==> src/hdl/fpdk_pkg.sv <==
// Constants shared by both ends of the front panel display and keyboard link.
// Assumes a single 250 MHz system clock on both ends.
package fpdk_pkg;
    // ==================================================================
    // Display geometry
    localparam int FPDK_NUM_DIGITS = 12;
    localparam int FPDK_NUM_ANNUN = 3;
    localparam int FPDK_NUM_POS = FPDK_NUM_DIGITS + FPDK_NUM_ANNUN;
    localparam int FPDK_SEG_W = 8;
    localparam int FPDK_CNT_W = 4;
    localparam int FPDK_SEL_W = 16;
    localparam logic [FPDK_CNT_W-1:0] FPDK_CNT_FIRST = 4'h0;
    localparam logic [FPDK_CNT_W-1:0] FPDK_CNT_LAST = 4'hE;
    // ==================================================================
    // Keyboard geometry
    localparam int FPDK_ROWS = 4;
    localparam int FPDK_COLS = 8;
    localparam logic [FPDK_ROWS-1:0] FPDK_ROW_LOAD = 4'h7;
    localparam logic [FPDK_ROWS-1:0] FPDK_ROW_IDLE = 4'h0;
    localparam logic [FPDK_COLS-1:0] FPDK_COL_IDLE = 8'hFF;
    // ==================================================================
    // Timing
    localparam int FPDK_CLK_MHZ = 250;
    localparam int FPDK_DEBOUNCE_US = 20;
    localparam int FPDK_DEBOUNCE_CYC = FPDK_DEBOUNCE_US * FPDK_CLK_MHZ;
    localparam int FPDK_SCAN_DIV = 64;
    localparam int FPDK_STEP_HALF = 4;
    // ==================================================================
    // Controller register offsets
    localparam logic [3:0] FPDK_REG_CTRL = 4'h0;
    localparam logic [3:0] FPDK_REG_CMD = 4'h1;
    localparam logic [3:0] FPDK_REG_WDATA = 4'h2;
    localparam logic [3:0] FPDK_REG_STAT = 4'h3;
    localparam logic [3:0] FPDK_REG_KEYS = 4'h4;
    // Control register bits
    localparam int FPDK_CTRL_UPD = 0;
    localparam int FPDK_CTRL_KRD = 1;
    localparam int FPDK_CTRL_CLR = 2;
    // Command register bits
    localparam int FPDK_CMD_STEP = 0;
endpackage : fpdk_pkg

==> src/hdl/fpdk_if.sv <==
// Interface carrying the parallel port lines and keyboard sense lines.
// Assumes both ends share i_clk_sys; the testbench joins the ends.
`timescale 1ns/10ps
interface fpdk_if;
    import fpdk_pkg::*;
    logic scan_update_select; // 1 self-scan, 0 memory update
    logic port_step_clock; // Processor step clock
    logic clear_load_line; // Clear/load control
    logic key_read_select; // 1 read keys, 0 scan
    logic [FPDK_SEG_W-1:0] seg_data; // Segment pattern written to memory
    logic key_irq; // Key pressed interrupt, active high
    logic [FPDK_ROWS-1:0] row_lines; // Buffered row lines
    logic [FPDK_COLS-1:0] col_lines; // Buffered column lines
    logic key_buf_valid; // Key data buffer enabled
    modport panel (input scan_update_select, port_step_clock, clear_load_line, key_read_select, seg_data,
                   output key_irq, row_lines, col_lines, key_buf_valid);
    modport proc (output scan_update_select, port_step_clock, clear_load_line, key_read_select, seg_data,
                  input key_irq, row_lines, col_lines, key_buf_valid);
endinterface : fpdk_if

==> src/hdl/fpdk_panel.sv <==
// Front panel logic: display multiplexer with memory and keyboard scanner.
// Assumes port lines arrive from another board and are synchronised here;
// column inputs are pulled high and go low when a key is pressed.
`timescale 1ns/10ps
// Operation
// - Update select low stops display multiplexing
// - Update mode steps counter on port clock
// - Clear/load with clock clears digit counter
// - Read select low drives all rows low
// - Idle columns high give detect zero
// - Low column raises detect, starts debounce
// - Debounced held key raises interrupt
// - Read select high enables key buffer
// - Clear/load with clock loads rows 0111
// - Further clocks rotate the low row bit
// - Processor returns read select low afterwards
// - Scan clock steps counter, decoded digit drive
// - Twelve digits plus three annunciator groups
module fpdk_panel
    import fpdk_pkg::*;
#(
    parameter int DEBOUNCE_CYC = FPDK_DEBOUNCE_CYC,
    parameter int SCAN_DIV = FPDK_SCAN_DIV
) (
    // Clock and reset
    input wire logic i_clk_sys,
    input wire logic i_arst_n,
    // Processor side
    fpdk_if.panel port,
    // Keyboard matrix
    input wire logic [FPDK_COLS-1:0] i_col_sense,
    output logic [FPDK_ROWS-1:0] o_row_drive,
    // Display drivers
    output logic [FPDK_SEL_W-1:0] o_digit_sel,
    output logic [FPDK_SEG_W-1:0] o_seg
);
    // ==================================================================
    // Input synchronisers
    logic [3:0] ctl_meta_r; // First stage, read only by second stage
    logic [3:0] ctl_sync_r; // Synchronised control lines
    logic [FPDK_SEG_W-1:0] dat_meta_r; // First stage of segment data
    logic [FPDK_SEG_W-1:0] dat_sync_r; // Synchronised segment data
    logic [FPDK_COLS-1:0] col_meta_r; // First stage of columns
    logic [FPDK_COLS-1:0] col_sync_r; // Synchronised columns
    logic step_d_r; // Previous step clock level
    logic upd_mode; // Memory update mode
    logic krd_mode; // Keyboard read mode
    logic clr_ld; // Clear/load level
    logic step_rise; // Port clock rising edge

    // Two flip-flops on every line coming from the other board
    always_ff @(posedge i_clk_sys or negedge i_arst_n) begin
        if (!i_arst_n) begin
            ctl_meta_r <= 4'h1;
            ctl_sync_r <= 4'h1;
            dat_meta_r <= '0;
            dat_sync_r <= '0;
            col_meta_r <= FPDK_COL_IDLE;
            col_sync_r <= FPDK_COL_IDLE;
        end else begin
            ctl_meta_r <= {port.key_read_select, port.clear_load_line, port.port_step_clock,
                           port.scan_update_select};
            ctl_sync_r <= ctl_meta_r;
            dat_meta_r <= port.seg_data;
            dat_sync_r <= dat_meta_r;
            col_meta_r <= i_col_sense;
            col_sync_r <= col_meta_r;
        end
    end

    // The processor end stretches each step pulse over several clocks; a
    // pulse shorter than two clocks could slip past the synchroniser unseen
    // Edge detector looks only at the second stage
    always_ff @(posedge i_clk_sys or negedge i_arst_n) begin
        if (!i_arst_n) begin
            step_d_r <= 1'b0;
        end else begin
            step_d_r <= ctl_sync_r[1];
        end
    end

    assign upd_mode = !ctl_sync_r[0];
    assign step_rise = ctl_sync_r[1] && !step_d_r;
    assign clr_ld = ctl_sync_r[2];
    assign krd_mode = ctl_sync_r[3];

    // ==================================================================
    // Display scan clock and digit counter
    logic [$clog2(SCAN_DIV)-1:0] div_r; // Scan clock divider
    logic scan_tick; // One-cycle display scan clock
    logic [FPDK_CNT_W-1:0] digit_counter_r; // Current digit position
    logic [FPDK_CNT_W-1:0] digit_counter_nxt; // Next position, wraps at last
    logic [FPDK_SEG_W-1:0] mem_r [FPDK_NUM_POS]; // Display memory, one pattern per position

    // Free-running divider
    always_ff @(posedge i_clk_sys or negedge i_arst_n) begin
        if (!i_arst_n) begin
            div_r <= '0;
        end else begin
            div_r <= div_r + 1'b1;
        end
    end
    assign scan_tick = (div_r == '1);

    // Fifteen positions, wrap after last annunciator group
    assign digit_counter_nxt = (digit_counter_r == FPDK_CNT_LAST) ? FPDK_CNT_FIRST : digit_counter_r + 1'b1;

    // Counter stepping per mode
    always_ff @(posedge i_clk_sys or negedge i_arst_n) begin
        if (!i_arst_n) begin
            digit_counter_r <= FPDK_CNT_FIRST;
        end else if (upd_mode) begin
            if (step_rise) begin
                if (clr_ld) begin
                    digit_counter_r <= FPDK_CNT_FIRST;
                end else begin
                    digit_counter_r <= digit_counter_nxt;
                end
            end
        end else if (scan_tick) begin
            digit_counter_r <= digit_counter_nxt;
        end
    end

    // No reset on the memory: self-scan shows stale patterns until all
    // fifteen positions have been written once
    // Memory write on update clocks that are not clears
    always_ff @(posedge i_clk_sys) begin
        if (upd_mode && step_rise && !clr_ld) begin
            mem_r[digit_counter_r] <= dat_sync_r;
        end
    end

    // Digit decode and segment drive, blanked in update mode
    always_ff @(posedge i_clk_sys or negedge i_arst_n) begin
        if (!i_arst_n) begin
            o_digit_sel <= '0;
            o_seg <= '0;
        end else if (upd_mode) begin
            o_digit_sel <= '0;
            o_seg <= '0;
        end else begin
            o_digit_sel <= FPDK_SEL_W'(1) << digit_counter_r;
            o_seg <= mem_r[digit_counter_r];
        end
    end

    // ==================================================================
    // Keyboard scanning
    logic [FPDK_ROWS-1:0] row_shift_register_r; // Row drive pattern
    logic key_detect_gate; // NAND of the columns
    logic key_stable; // Debounced key detect

    always_ff @(posedge i_clk_sys or negedge i_arst_n) begin
        if (!i_arst_n) begin
            row_shift_register_r <= FPDK_ROW_IDLE;
        end else if (!krd_mode) begin
            row_shift_register_r <= FPDK_ROW_IDLE;
        end else if (step_rise) begin
            if (clr_ld) begin
                row_shift_register_r <= FPDK_ROW_LOAD;
            end else begin
                row_shift_register_r <= {row_shift_register_r[FPDK_ROWS-2:0], row_shift_register_r[FPDK_ROWS-1]};
            end
        end
    end
    assign o_row_drive = row_shift_register_r;

    // Key detect as NAND of columns
    assign key_detect_gate = ~&col_sync_r;

    fpdk_debounce #(
        .CYCLES(DEBOUNCE_CYC)
    ) u_debounce (
        .i_clk_sys(i_clk_sys),
        .i_arst_n(i_arst_n),
        .i_level(key_detect_gate),
        .o_stable(key_stable)
    );

    assign port.key_irq = key_stable;

    // Key data buffer onto processor path
    always_ff @(posedge i_clk_sys or negedge i_arst_n) begin
        if (!i_arst_n) begin
            port.row_lines <= '0;
            port.col_lines <= '0;
            port.key_buf_valid <= 1'b0;
        end else if (krd_mode) begin
            port.row_lines <= row_shift_register_r;
            port.col_lines <= col_sync_r;
            port.key_buf_valid <= 1'b1;
        end else begin
            port.row_lines <= '0;
            port.col_lines <= '0;
            port.key_buf_valid <= 1'b0;
        end
    end
endmodule : fpdk_panel

==> src/hdl/fpdk_debounce.sv <==
// Debounce filter: output rises after input held high for a full count.
// Assumes the input is already synchronised to i_clk_sys.
`timescale 1ns/10ps
module fpdk_debounce #(
    parameter int CYCLES = 5000
) (
    // Clock and reset
    input wire logic i_clk_sys,
    input wire logic i_arst_n,
    // Filter
    input wire logic i_level,
    output logic o_stable
);
    // ==================================================================
    // Hold counter
    logic [$clog2(CYCLES+1)-1:0] cnt_r; // Cycles the input has been held

    // Count while held, restart on any release
    always_ff @(posedge i_clk_sys or negedge i_arst_n) begin
        if (!i_arst_n) begin
            cnt_r <= '0;
        end else if (!i_level) begin
            cnt_r <= '0;
        end else if (cnt_r != CYCLES[$bits(cnt_r)-1:0]) begin
            cnt_r <= cnt_r + 1'b1;
        end
    end

    // Output flag register
    always_ff @(posedge i_clk_sys or negedge i_arst_n) begin
        if (!i_arst_n) begin
            o_stable <= 1'b0;
        end else begin
            o_stable <= i_level && (cnt_r == CYCLES[$bits(cnt_r)-1:0]);
        end
    end
endmodule : fpdk_debounce

==> src/flat_wrapper.sv <==
// flat-port wrapper written by rule: the top's interface ports become plain ports
module fpdk_panel_flat import fpdk_pkg::*;
#(
    parameter int DEBOUNCE_CYC = FPDK_DEBOUNCE_CYC,
    parameter int SCAN_DIV = FPDK_SCAN_DIV
)
  (i_clk_sys, i_arst_n, i_col_sense, o_row_drive, o_digit_sel, o_seg, port_scan_update_select, port_port_step_clock, port_clear_load_line, port_key_read_select, port_seg_data, port_key_irq, port_row_lines, port_col_lines, port_key_buf_valid);
  fpdk_if port_i ();
  input wire logic i_clk_sys;
  input wire logic i_arst_n;
  input wire logic [FPDK_COLS-1:0] i_col_sense;
  output logic [FPDK_ROWS-1:0] o_row_drive;
  output logic [FPDK_SEL_W-1:0] o_digit_sel;
  output logic [FPDK_SEG_W-1:0] o_seg;
  input wire logic [$bits(port_i.scan_update_select)-1:0] port_scan_update_select;
  input wire logic [$bits(port_i.port_step_clock)-1:0] port_port_step_clock;
  input wire logic [$bits(port_i.clear_load_line)-1:0] port_clear_load_line;
  input wire logic [$bits(port_i.key_read_select)-1:0] port_key_read_select;
  input wire logic [$bits(port_i.seg_data)-1:0] port_seg_data;
  output wire logic [$bits(port_i.key_irq)-1:0] port_key_irq;
  output wire logic [$bits(port_i.row_lines)-1:0] port_row_lines;
  output wire logic [$bits(port_i.col_lines)-1:0] port_col_lines;
  output wire logic [$bits(port_i.key_buf_valid)-1:0] port_key_buf_valid;
  assign port_i.scan_update_select = port_scan_update_select;
  assign port_i.port_step_clock = port_port_step_clock;
  assign port_i.clear_load_line = port_clear_load_line;
  assign port_i.key_read_select = port_key_read_select;
  assign port_i.seg_data = port_seg_data;
  assign port_key_irq = port_i.key_irq;
  assign port_row_lines = port_i.row_lines;
  assign port_col_lines = port_i.col_lines;
  assign port_key_buf_valid = port_i.key_buf_valid;
  fpdk_panel #(.DEBOUNCE_CYC(DEBOUNCE_CYC), .SCAN_DIV(SCAN_DIV)) u_core (.i_clk_sys(i_clk_sys), .i_arst_n(i_arst_n), .port(port_i), .i_col_sense(i_col_sense), .o_row_drive(o_row_drive), .o_digit_sel(o_digit_sel), .o_seg(o_seg));
endmodule
==> config.mk <==
export PLATFORM = sky130hd
export DESIGN_NAME = fpdk_panel_flat
export DESIGN_NICKNAME = d
export VERILOG_FILES = /design/src/hdl/fpdk_pkg.sv /design/src/hdl/fpdk_if.sv /design/src/hdl/fpdk_panel.sv /design/src/hdl/fpdk_debounce.sv /design/src/flat_wrapper.sv
export SDC_FILE = /design/constraint.sdc
export NUM_CORES = 1
export LEC_CHECK = 0
export BUFFER_PORTS_ARGS = -buffer_cell sky130_fd_sc_hd__buf_2
export CAP_MARGIN = 20
export CORE_MARGIN = 4
export CORE_UTILIZATION = 27
export DETAILED_ROUTE_END_ITERATION = 6
export GPL_TIMING_DRIVEN = 1
export PLACE_DENSITY = 0.4
export SYNTH_ARGS = -nofsm -noshare
export SYNTH_HDL_FRONTEND = slang
export SYNTH_SLANG_ARGS = --single-unit
==> constraint.sdc <==
create_clock -name i_clk_sys -period 2.2 [get_ports i_clk_sys]
set_input_delay 0.22 -clock i_clk_sys [delete_from_list [all_inputs] [get_ports i_clk_sys]]
set_output_delay 0.22 -clock i_clk_sys [all_outputs]
set_load 0.01 [all_outputs]
==> results.txt, run 1 <==
* CTS tree: built
* First-pass GRT wire length: ~30 mm
- Once layout is done, the placed cells without fillers occupy 10200 sq um.
- Library cell with the highest instance count after synthesis: edfxtp_1
- The number of antenna violations at the first check in global routing came to 0.
- Summed over all layers, the routed wires come to ~19 mm.
- Switching power summed over all nets: around 2700 uW
- The clock net in this run drives a total of 226 sinks.
- At the worst endpoint, the required time is ~2.6 ns.
* Reg2reg path depth: 5
- Largest family of logic cells by synthesized area: simple AND/OR/NAND/NOR gates
* Share of the synthesized area in compound gates (AO/OA/AOI/OAI): under 10%
* Standard-cell rows: 63
- Clk_skew: roughly 0.0079 ns
* Total number of vias: 4520
- Cell internal power dissipation: about 7700 uW
* Number of nets in the layout: around 670
- Highest cell delay on the worst timing path: around 0.44 ns
- For this run the aggregate overflow at the end of global routing stands at 0.
* Category of the critical setup timing path: reg -> reg
- Fin. Hold Viols: 0
- All-Layer GR Usage: around an eighth
- Core Footprint: ~30000 sq um
* Peak supply drop: about 0.53 mV
* Slowest library cell on the worst path: dfrtp_1
- Measured against its own limit, the worst slew margin works out to between 50% and 60%.
* Worst-margin pin slew: 0.721 ns
* Proportion of power drawn by flip-flops and latches: between 40 and 50%
- Setup violations remaining at the end of the flow were counted as 0.
* Synthesized net count: around 550
- The die covers 33600 sq um.
* Largest fanout on the critical path: 31
* TritonRoute pass-1 iters: 5
- Via count of the first global-routing pass: 4952
- Number of buffers on the longest clock path: 3
- By area the synthesized netlist is led by edfxtp_1 (43%), dfrtp_1 (27%), dfstp_2 (5.7%).
- Placer congestion estimate: 0.773
- Setup repair after global routing left no endpoint under its margin.
- Worst reg2reg endpoint: u_core.digit_counter_r[2]$_DFFE_PN0P_
- Number of enable-type register cells in the synthesized netlist: 120
- Once placement finished, the instance area stood at 9250 sq um.
* Proportion of register bits with asynchronous set or reset after synthesis: between 40% and 50%
* List of most frequent post-synthesis cells: edfxtp_1 (120), dfrtp_1 (88), nor2_1 (51)
- Run status: completed
* Origin of the critical flop-to-flop path: u_core.digit_counter_r[0]$_DFFE_PN0P_
* Area share of the largest cell type after synthesis: 43.5%
* Ports: between 60 and 70
- Number of buffer cells added on primary ports: between 60 and 70
- The first routing iteration left roughly 210 violations.
* Parity-gate share of the synthesized area counting xor and xnor cells: roughly 1.4%
- The max-slew violation total from the final report came to 0.
* Number of diodes added for antenna fixing: 0
- Chain of cells forming the critical path: buf_12 > nand2b_1 > o2bb2ai_1 > nor2_1 > mux2_2
- HPWL after detailed placement: approximately 13 mm
- Number of clock buffers inserted by TritonCTS: 25
* Cell accounting for the most synthesized area: edfxtp_1
- The synthesized netlist contains 44 unique library cells.
- The tree is rooted in a clkbuf_16.
- Counting flops and latches in the post-synthesis netlist gives about 230.
- After detailed routing, the average wire length per cell comes to approximately 18 um.
- Entering global routing, the biggest net connects between 40 and 50 pins.
- Of the total synthesized cell area, the portion taken by full adders, half adders and majority gates is less than 1%.
- Setup total negative slack on the finished layout was measured at 0 ns.
- Dividing total power by cell area gives a power density of 1020 nW/um^2.
- Share of cells above drive strength 1: between 20% and 30%
- Once the floorplan was initialized, standard cells occupied between 20% and 30% of the core.
- For this run, design rule violations remaining after detail routing come to 0.
- Max-cap violations in this run came to 0.
- Fraction of power spent switching nets: 26.1%
- Die Ht: ~180 um
- Proportion of power drawn by the clock network: between 30% and 40%
- STA classifies the critical path endpoint as a flop.
- Sequential-to-total area share from yosys stat: around three quarters
- Multiplexer cells account for around 7.7% of the synthesized area.
* Count of instances resized after the clock tree is built: 0
- Timing would allow up to ~0.57 GHz.
- Simple logic cell fraction of the synthesized area: between 8 and 9%
- Across all register-to-register paths, the minimum setup slack is ~0.43 ns.
* Fin crit share: 80.3%
- H-Tree Level Count: 1
* Average vias per placed instance: 4.30
* Post-Syn Instances: between 500 and 600
- Kind of start point of the critical path: flop
* Post-CTS clock slew at the launch and capture registers of the worst setup and hold paths: roughly 0.060 ns
- In this run the horizontal extent of the chip is roughly 180 um.
- Min Tclk post-route: roughly 1.8 ns
* Syn avg cell area: 16.0 sq um
- In this run the worst hold path is classified as in -> async.
- Summed over all cells, the static leakage comes to between 0.004 and 0.005 uW.
- Cell Area, Synth: 8290 sq um
- Area Growth Syn to Fin: 23.6%
* Clock latency reported for the late side of the worst-skew pair: between 0.5 and 0.6 ns
- For the worst setup path, the data arrival time is 2.17 ns.
- The Yosys step of the flow raised 0 warnings.
- In the synthesized netlist the dominant register cell turns out to be edfxtp_1.
- Relative contribution of combinational cells to total power: between 10% and 20%
- The detail route stage leaves a number of antenna-violating nets equal to 0.
registers in the layout, summed over array words and instances (netlist names):
| name | cells |
|---|---|
| u_core.col_meta_r | 8 |
| u_core.col_sync_r | 8 |
| u_core.ctl_meta_r | 4 |
| u_core.ctl_sync_r | 4 |
| u_core.dat_meta_r | 8 |
| u_core.dat_sync_r | 8 |
| u_core.digit_counter_r | 4 |
| u_core.div_r | 6 |
| u_core.mem_r | 120 |
| u_core.o_digit_sel | 16 |
| u_core.o_row_drive | 4 |
| u_core.o_seg | 8 |
| u_core.port.col_lines | 8 |
| u_core.port.key_buf_valid | 1 |
| u_core.port.row_lines | 4 |
| u_core.step_d_r | 1 |
| u_core.u_debounce.cnt_r | 13 |
| u_core.u_debounce.o_stable | 1 |
routing by layer:
metal | up-vias | GRT usage, % | part of all wire [%]
li1 | 2134 | - | -
met1 | 2267 | 16.2 | 46
met2 | 89 | 18.9 | 47
met3 | 30 | 2.14 | 4.1
met4 | 0 | 3.10 | 2.4
met5 | - | 0 | 0
worst max-delay path, delay by kind of cell, from the launching register on:
| kind | cells | cell delay (ns) |
|---|---|---|
| buf+inv | 1 | 0.20 |
| simple gates | 2 | 0.42 |
| flops | 1 | 0.44 |
| compound gates | 1 | 0.33 |
| mux | 1 | 0.26 |
layout make-up:
class                   instances  area (sq um)
flip-flops and latches        226          6280
clock buffers                  36           708
fillers                      2905         19700
well taps                     390           488
repair buffers                118           821
clock inverters                10          73.8
inverters                       7          26.3
multi-input cells             263          1850
power by group through the flow:
stage          Combinational [uW]  Sequential, uW  Clock, uW
2_1_floorplan                1010            4960          0
3_3_place_gp                 1550            5070          0
3_5_place_dp                 1560            5090          0
4_1_cts                      1590            5000       4070
5_1_grt                      1710            5040       4290
6_report                     1550            4990       3940
cells in the final DEF (no fill, tap or decap), types with 8 or more instances in the layout:
cell type        n
xor2_1          10
and2_1          14
clkbuf_16       26
nor2_1          51
o22ai_1         12
dlygate4sd3_1   21
clkbuf_1         8
mux2_2           9
a22oi_1          9
buf_2           62
mux4_2          13
mux2i_1         24
nand2_1         35
o21ai_0         11
buf_4           32
edfxtp_1       120
dfrtp_1         87
dfstp_2         18
cells by family after synthesis:
| logic type | count (synthesis) |
|---|---|
| AND/OR/NAND/NOR | 148 |
| multiplexers | 46 |
| flip-flops | 226 |
| AO/OA/AOI/OAI | 51 |
| adder cells (fa/ha/maj) | 5 |
| XOR/XNOR | 13 |
| buffers and inverters | 29 |
per-stage QoR:
| stage | power, uW | hold slack (ns) | std cells | worst slack, ns | utilization, % |
|---|---|---|---|---|---|
| after floorplan | 5970 | -0.0756 | 518 | 0.286 | - |
| after detailed placement | 6650 | 0.149 | 983 | 0.426 | 30.9 |
| after global routing | 11000 | 0.168 | 1050 | 0.278 | 34.2 |
| after global placement | 6620 | 0.136 | 983 | 0.414 | 30.9 |
| after CTS | 10700 | 0.145 | 1050 | 0.408 | 34.2 |
| final | 10500 | 0.153 | 1050 | 0.433 | 34.2 |
how the worst max path moves through the flow:
stage	start	endpoint	slack (ns)	depth (start not counted)
after CTS	u_core.digit_counter_r[1]$_DFFE_PN0P_	u_core.o_seg[1]$_DFF_PN0_	0.41	4
after floorplan	u_core.digit_counter_r[0]$_DFFE_PN0P_	u_core.mem_r[0][0]$_DFFE_PP_	0.29	6
after global placement	u_core.digit_counter_r[0]$_DFFE_PN0P_	u_core.digit_counter_r[2]$_DFFE_PN0P_	0.41	5
after global routing	u_core.digit_counter_r[1]$_DFFE_PN0P_	u_core.o_seg[4]$_DFF_PN0_	0.28	4
final	u_core.digit_counter_r[0]$_DFFE_PN0P_	u_core.digit_counter_r[2]$_DFFE_PN0P_	0.43	5
after detailed placement	u_core.digit_counter_r[0]$_DFFE_PN0P_	u_core.digit_counter_r[2]$_DFFE_PN0P_	0.43	5
repair_timing:
action,CTS,global route
hold endpoints to repair,98,0
setup buffers,0,0
hold buffers,21,0
endpoints found under the setup margin,0,0
(Power assumes the default switching activity.)
==> run 2: changes to the inputs <==
clock period = 1.85 ns   (was 2.2 ns; I/O delays follow)
==> results.txt, run 2 (synthesized netlist as in run 1, its figures left out) <==
- The fraction of final layout cells sized beyond drive strength 1 came to 27.4% (+0.70 points).
* Detailed-route wire length per cell: 17.7 um (-2.8%)
- TritonRoute pass-1 iters: 4 (-1)
* Ports: 64 (unchanged)
- Overflow after GRT: 0 (unchanged)
- Area Growth Syn to Fin: 24.9%
- PwrDens: 1210 nW/um^2 (+19%)
* DRT Wirelength: 18.7 mm (-2.3%)
* Standard-cell rows: 63 (unchanged)
- The maximum vdd ir drop was 0.651 mV (+22%).
- Pins Over Slew Limit: 0 (unchanged)
- The maximum frequency from static timing analysis is 0.580 GHz (+2.4%).
* Top flop regs: u_core.mem_r x120, u_core.o_digit_sel x16, u_core.u_debounce.cnt_r x13
- The run finished with clean final reports.
* Via count of the first global-routing pass: 4968 (+0.32%)
* Final Setup Violations: 0 (unchanged)
- The die area was 33600 sq um (unchanged).
* CP Capture Type: flop
- Total number of vias: 4629 (+2.4%)
* Detailed router's first-iteration violation count: 218 (+3.3%)
- Die Ht: 183 um (unchanged)
- Sink Count: 226 (unchanged)
- Worst EP required: 2.06 ns (-0.54 ns)
- Leakage power total: 0.00407 uW (+1.2%)
- The max-capacitance violation count is 0 (unchanged).
- The count of cells resized by post-cts repair came to 0 (unchanged).
- u_core.mem_r holds more flip-flops than any other register.
- The final core area utilization came to 34.6% (+0.37 points).
- Unrepaired setup endpoints after global routing: false
* Number of buffers inserted by post-CTS setup repair: 0 (unchanged)
- The slew at the pin closest to its max-slew limit is 0.682 ns (-0.0383 ns).
- The share of total power in sequential cells was 46.8% (-0.8 points).
- Largest fanout on the critical path: 19 (-39%)
- Fin. Hold Viols: 0 (unchanged)
- The total area of multi-input combinational cells is 1850 sq um (unchanged).
- The worst setup path is launched from a flop.
- The clock skew after layout is 0.00770 ns (-0.000223 ns).
* Remaining design rule violation count: 0 (unchanged)
- Category of the critical setup timing path: reg -> reg
* Most frequent cells in the layout: edfxtp_1 (120), dfrtp_1 (87), buf_2 (62)
- The worst hold path belongs to the class in -> async.
* Proportion of power drawn by the clock network: 37.7% (about the same)
- Fin crit share: 93.2% (+13 points)
* Relative contribution of combinational cells to total power: 15.4% (+0.6 points)
- All-Layer GR Usage: 11.2% (-0.44 points)
* Number of routed nets with antenna violations: 0 (unchanged)
- H-Tree Level Count: 1 (unchanged)
- The clock period minus final worst setup slack is 1.72 ns (-0.0422 ns).
* Finished Layout Cells: 1055 (+0.48%)
- The number of buffers on the longest clock path was 3 (unchanged).
* Number of fill cells: 2918 (+0.45%)
- The post-placement worst setup slack was 0.131 ns (-0.295 ns).
- The number of cells on the worst reg-to-reg path was 4 (-1).
- First-pass GRT wire length: 29.3 mm (-3.1%)
- Worst Path Arrival: 1.94 ns (-0.23 ns)
- The half-perimeter wire length after placement was 13.1 mm (+0.43%).
- Placed cell count: 988 (+0.51%)
- The internal cell power was 9360 uW (+21%).
* Area taken by flip-flops and latches: 6280 sq um (unchanged)
* Final worst setup slack: 0.125 ns (-0.308 ns)
- The number of flip-flops under the largest register name is 120 (unchanged).
- The diode insertion count for antenna repair is 0 (unchanged).
* Number of nets in the layout: 673 (+0.75%)
- The number of buffers added on ports came to 63 (unchanged).
- The die outline width was 183 um (unchanged).
- Master cell of the clock root buffer: clkbuf_16
- Starting density of the core: 27.7% (unchanged)
- The largest net degree at the start of global routing was 36 (-23%).
* Commonest non-fill, non-tap cell in the layout: edfxtp_1
- Clock latency reported for the late side of the worst-skew pair: 0.51 ns (about the same)
* Average vias per placed instance: 4.39 (+1.9%)
* Fraction of power spent switching nets: 25.5% (-0.60 points)
- The TritonCTS buffer count came to 25 (unchanged).
- The area of the core is 30000 sq um (unchanged).
* Placer congestion estimate: 0.758 (-2.0%)
- The normalized max-slew margin is 54.5% (+2.6 points).
- Initial antenna violation count: 0 (unchanged)
* Post-CTS clock slew at the launch and capture registers of the worst setup and hold paths: 0.06 ns (about the same)
- Switching power summed over all nets: 3210 uW (+17%)
- CTS tree: built
run 2: changes by cell type in the layout (fill, tap and decap cells not counted), moves of 2 or more:
cell	delta
buf_12	+4
clkbuf_1	+2
clkbuf_8	+5
clkinv_1	-3
clkinv_2	-4
run 2: area by class of cell:
type,instances,area share [%]
clock buffer,44,7.65
sequential,226,60.6
multi-input combinational,263,17.8
clock inverter,2,0.121
inverter,7,0.254
timing repair buffer,123,8.77
tap,390,4.71
run 2: power by group through the flow:
| stage | Combinational (uW) | Sequential (uW) | Clock (uW) |
|---|---|---|---|
| CTS | 1980 | 5900 | 4910 |
| global route | 2130 | 5930 | 5130 |
| finish | 1940 | 5890 | 4750 |
| floorplan | 1200 | 5890 | 0 |
| detailed placement | 1950 | 6000 | 0 |
| global placement | 1940 | 5990 | 0 |
run 2: worst max-delay path: stages (launching register included):
cell	delay, ns
dfrtp_2	0.42
buf_12	0.17
nand2b_1	0.32
nor2_1	0.28
buf_4	0.23
run 2: what timing repair did:
| action | CTS | global route |
|---|---|---|
| hold buffers | 21 | 0 |
| endpoints found under the setup margin | 0 | 0 |
| endpoints found under the hold margin | 46 | 0 |
run 2: path summary, 6_finish.rpt:
kind                                             endpoint  slack, ns                             startpoint
max                         u_core.mem_r[13][7]$_DFFE_PP_       0.13  u_core.digit_counter_r[1]$_DFFE_PN0P_
min                        u_core.dat_meta_r[1]$_DFF_PN0_       0.17                               i_arst_n
max reg2reg                 u_core.mem_r[13][7]$_DFFE_PP_       0.13  u_core.digit_counter_r[1]$_DFFE_PN0P_
min reg2reg                u_core.dat_sync_r[4]$_DFF_PN0_       0.35         u_core.dat_meta_r[4]$_DFF_PN0_
max in group asynchronous  u_core.ctl_meta_r[0]$_DFF_PN1_       1.06                               i_arst_n
min in group i_clk_sys     u_core.dat_meta_r[5]$_DFF_PN0_       0.31                       port_seg_data[5]
run 2: through the flow:
step	hold slack, ns	cell area [sq um]	setup TNS [ns]	total power [uW]
final	0.172	10400	0	12600
after global routing	0.201	10400	0	13200
after CTS	0.169	10400	0	12800
after detailed placement	0.178	9340	0	7940
after global placement	0.168	9340	0	7920
after floorplan	-0.111	8290	-2.05	7090
run 2: per-layer routing:
layer | GRT usage, % | routed length [um] | up-vias
met2 | 18.6 | 9030 | 115
met1 | 15.1 | 8310 | 2336
met4 | 3.10 | 443 | 0
met5 | 0 | 0 | -
li1 | - | - | 2149
met3 | 2.18 | 880 | 29
==> run 3: changes to the inputs <==
RECOVER_POWER = 100   (was not set)
==> results.txt, run 3 (synthesized netlist as in run 1, its figures left out) <==
- Run status: completed
- The total area of multi-input combinational cells came to 1840 sq um (-0.27%).
- The all-layer global routing usage came to 11.2% (unchanged).
- Category of the critical setup timing path: reg -> reg
* Starting density of the core: 27.7% (unchanged)
- The die outline width is 183 um (unchanged).
- Maximum capacitance violations: 0 (unchanged)
* Commonest non-fill, non-tap cell in the layout: edfxtp_1
- Total number of vias: 4618 (-0.24%)
* Peak clock frequency supported by timing: 0.588 GHz (+1.4%)
- Largest fanout on the critical path: 19 (unchanged)
* Number of buffers on the longest clock path: 3 (unchanged)
- The diode insertion count for antenna repair was 0 (unchanged).
- Top flop regs: u_core.mem_r x120, u_core.o_digit_sel x16, u_core.u_debounce.cnt_r x13
* Core Footprint: 30000 sq um (unchanged)
* Kind of start point of the critical path: flop
- The number of antenna violations at the first check in global routing is 0 (unchanged).
- The largest net degree at the start of global routing was 36 (unchanged).
- TritonRoute pass-1 iters: 5 (+1)
* Overflow after GRT: 0 (unchanged)
- The H-tree depth was 1 (unchanged).
- The final-report setup violation count was 0 (unchanged).
* Share of cells above drive strength 1: 19.1% (-8.3 points)
* CP Capture Type: flop
* Unrepaired setup endpoints after global routing: false
- The vias per cell is 4.38 (-0.24%).
- Final core occ: 34.1% (-0.46 points)
- Ports: 64 (unchanged)
- The DRC violation count after routing was 0 (unchanged).
* Area taken by flip-flops and latches: 6280 sq um (unchanged)
- The total instance count after detailed placement came to 988 (unchanged).
* Number of fill cells: 2946 (+0.96%)
- HPWL after detailed placement: 13.1 mm (unchanged)
- The data arrival at the endpoint of the critical path is 1.91 ns (-0.03 ns).
- Worst setup startpoint: u_core.digit_counter_r[1]$_DFFE_PN0P_
- Clk_skew: 0.00806 ns (+0.000363 ns)
* Leakage power total: 0.00385 uW (-5.6%)
* Max-slew headroom: 45.2% (-9.3 points)
- The total buffers and inverters traversed by the critical path is 2 (unchanged).
- Worst-margin pin slew: 0.822 ns (+0.140 ns)
* Number of buffer cells added on primary ports: 63 (unchanged)
* Clock latency reported for the late side of the worst-skew pair: 0.51 ns (about the same)
- Flop2flop setup slack: 0.15 ns (+0.02 ns)
- Standard-cell rows: 63 (unchanged)
* Chain of cells forming the critical path: buf_12 > nand2b_1 > nor2_1 > buf_4
- Top reg by flops: u_core.mem_r
- Final instance area: 10200 sq um (-1.3%)
- Finished Layout Cells: 1055 (unchanged)
* Placed cell areas: 9340 sq um (unchanged)
- The clock period minus final worst setup slack is 1.70 ns (-0.0230 ns).
- Highest cell delay on the worst timing path: 0.42 ns (about the same)
- Detailed-route wire length per cell: 17.7 um (+0.30%)
* Sink Count: 226 (unchanged)
* Count of instances resized after the clock tree is built: 0 (unchanged)
- Broken down by cell family, the worst path's largest delay share belongs to simple AND/OR/NAND/NOR gates.
- Number of nets in the layout: 673 (unchanged)
* PwrDens: 1220 nW/um^2 (+0.75%)
* Via count of the first global-routing pass: 4968 (unchanged)
* Detailed router's first-iteration violation count: 202 (-7.3%)
- Master cell of the clock root buffer: clkbuf_16
* Fin crit share: 92.0% (-1.2 points)
* Die Footprint: 33600 sq um (unchanged)
- The TritonCTS buffer count was 25 (unchanged).
- The maximum vdd ir drop is 0.652 mV (+0.21%).
* DRT Wirelength: 18.7 mm (+0.30%)
- Pins Over Slew Limit: 0 (unchanged)
- First-pass GRT wire length: 29.3 mm (unchanged)
- The number of flip-flops under the largest register name came to 120 (unchanged).
* Post-CTS clock slew at the launch and capture registers of the worst setup and hold paths: 0.06 ns (about the same)
- Relative to the synthesized area, the layout overhead comes to 23.3%.
- The library cells used most frequently in the layout, excluding fill and tap cells, are edfxtp_1 (120), dfrtp_1 (87), clkbuf_1 (63).
- The global placer's final weighted congestion was 0.758 (unchanged).
- The required arrival time at the worst endpoint was 2.06 ns (about the same).
- Worst Hold Class: in -> async
- The slowest stage of the critical path is the dfrtp_2 cell.
- Number of routed nets with antenna violations: 0 (unchanged)
* CTS tree: built
- Hold Slack: 0.307 ns (+0.135 ns)
* Die Ht: 183 um (unchanged)
- The startpoint identified for the worst register-to-register timing path is u_core.digit_counter_r[1]$_DFFE_PN0P_.
* Fin. Hold Viols: 0 (unchanged)
[run 3: changes by cell type in the layout (fill, tap and decap cells not counted), sizes merged]
cell	previous run	this run
clkbuf	44	108
buf	102	38
[run 3: through the flow]
stage                     setup WS [ns]  power (uW)  TNS [ns]
after detailed placement          0.131        7940         0
after global placement            0.135        7920         0
after global routing             0.0456       13100         0
after CTS                         0.112       12800         0
after floorplan                 -0.0640        7090     -2.05
final                             0.148       12500         0
[run 3: power by group]
group          switching [uW]  total [uW]  internal (uW)
clock network            1870        4750           2880
logic                    1050        1860            812
registers                 282        5880           5600
total                    3200       12500           9290
[run 3: layer usage]
metal  vias up  part of all wire (%)  track usage [%]
met1      2321                    44             15.1
li1       2144                     -                -
met3        29                   5.5             2.18
met5         -                     0                0
met2       124                    48             18.6
met4         0                   2.4             3.10
[run 3: area by class of cell]
cell class	instances	area share, %
inverter	7	0.257
timing repair buffer	123	7.58
tap	390	4.78
sequential	226	61.5
clock buffer	44	7.75
multi-input combinational	263	18.0
clock inverter	2	0.122
[run 3: final timing paths]
| path | to | cells after the start |
|---|---|---|
| setup reg to reg | u_core.mem_r[13][7]$_DFFE_PP_ | 4 |
| hold / removal | u_core.dat_meta_r[1]$_DFF_PN0_ | 2 |
| setup / recovery | u_core.mem_r[13][7]$_DFFE_PP_ | 4 |
| max in group asynchronous | u_core.digit_counter_r[1]$_DFFE_PN0P_ | 3 |
| min in group i_clk_sys | u_core.col_meta_r[5]$_DFF_PN1_ | 2 |
| hold reg to reg | u_core.dat_sync_r[4]$_DFF_PN0_ | 0 |
[run 3: repair_timing]
item	in CTS	in global routing
buffers inserted	0	0
hold buffers	21	0
endpoints found under the hold margin	46	0
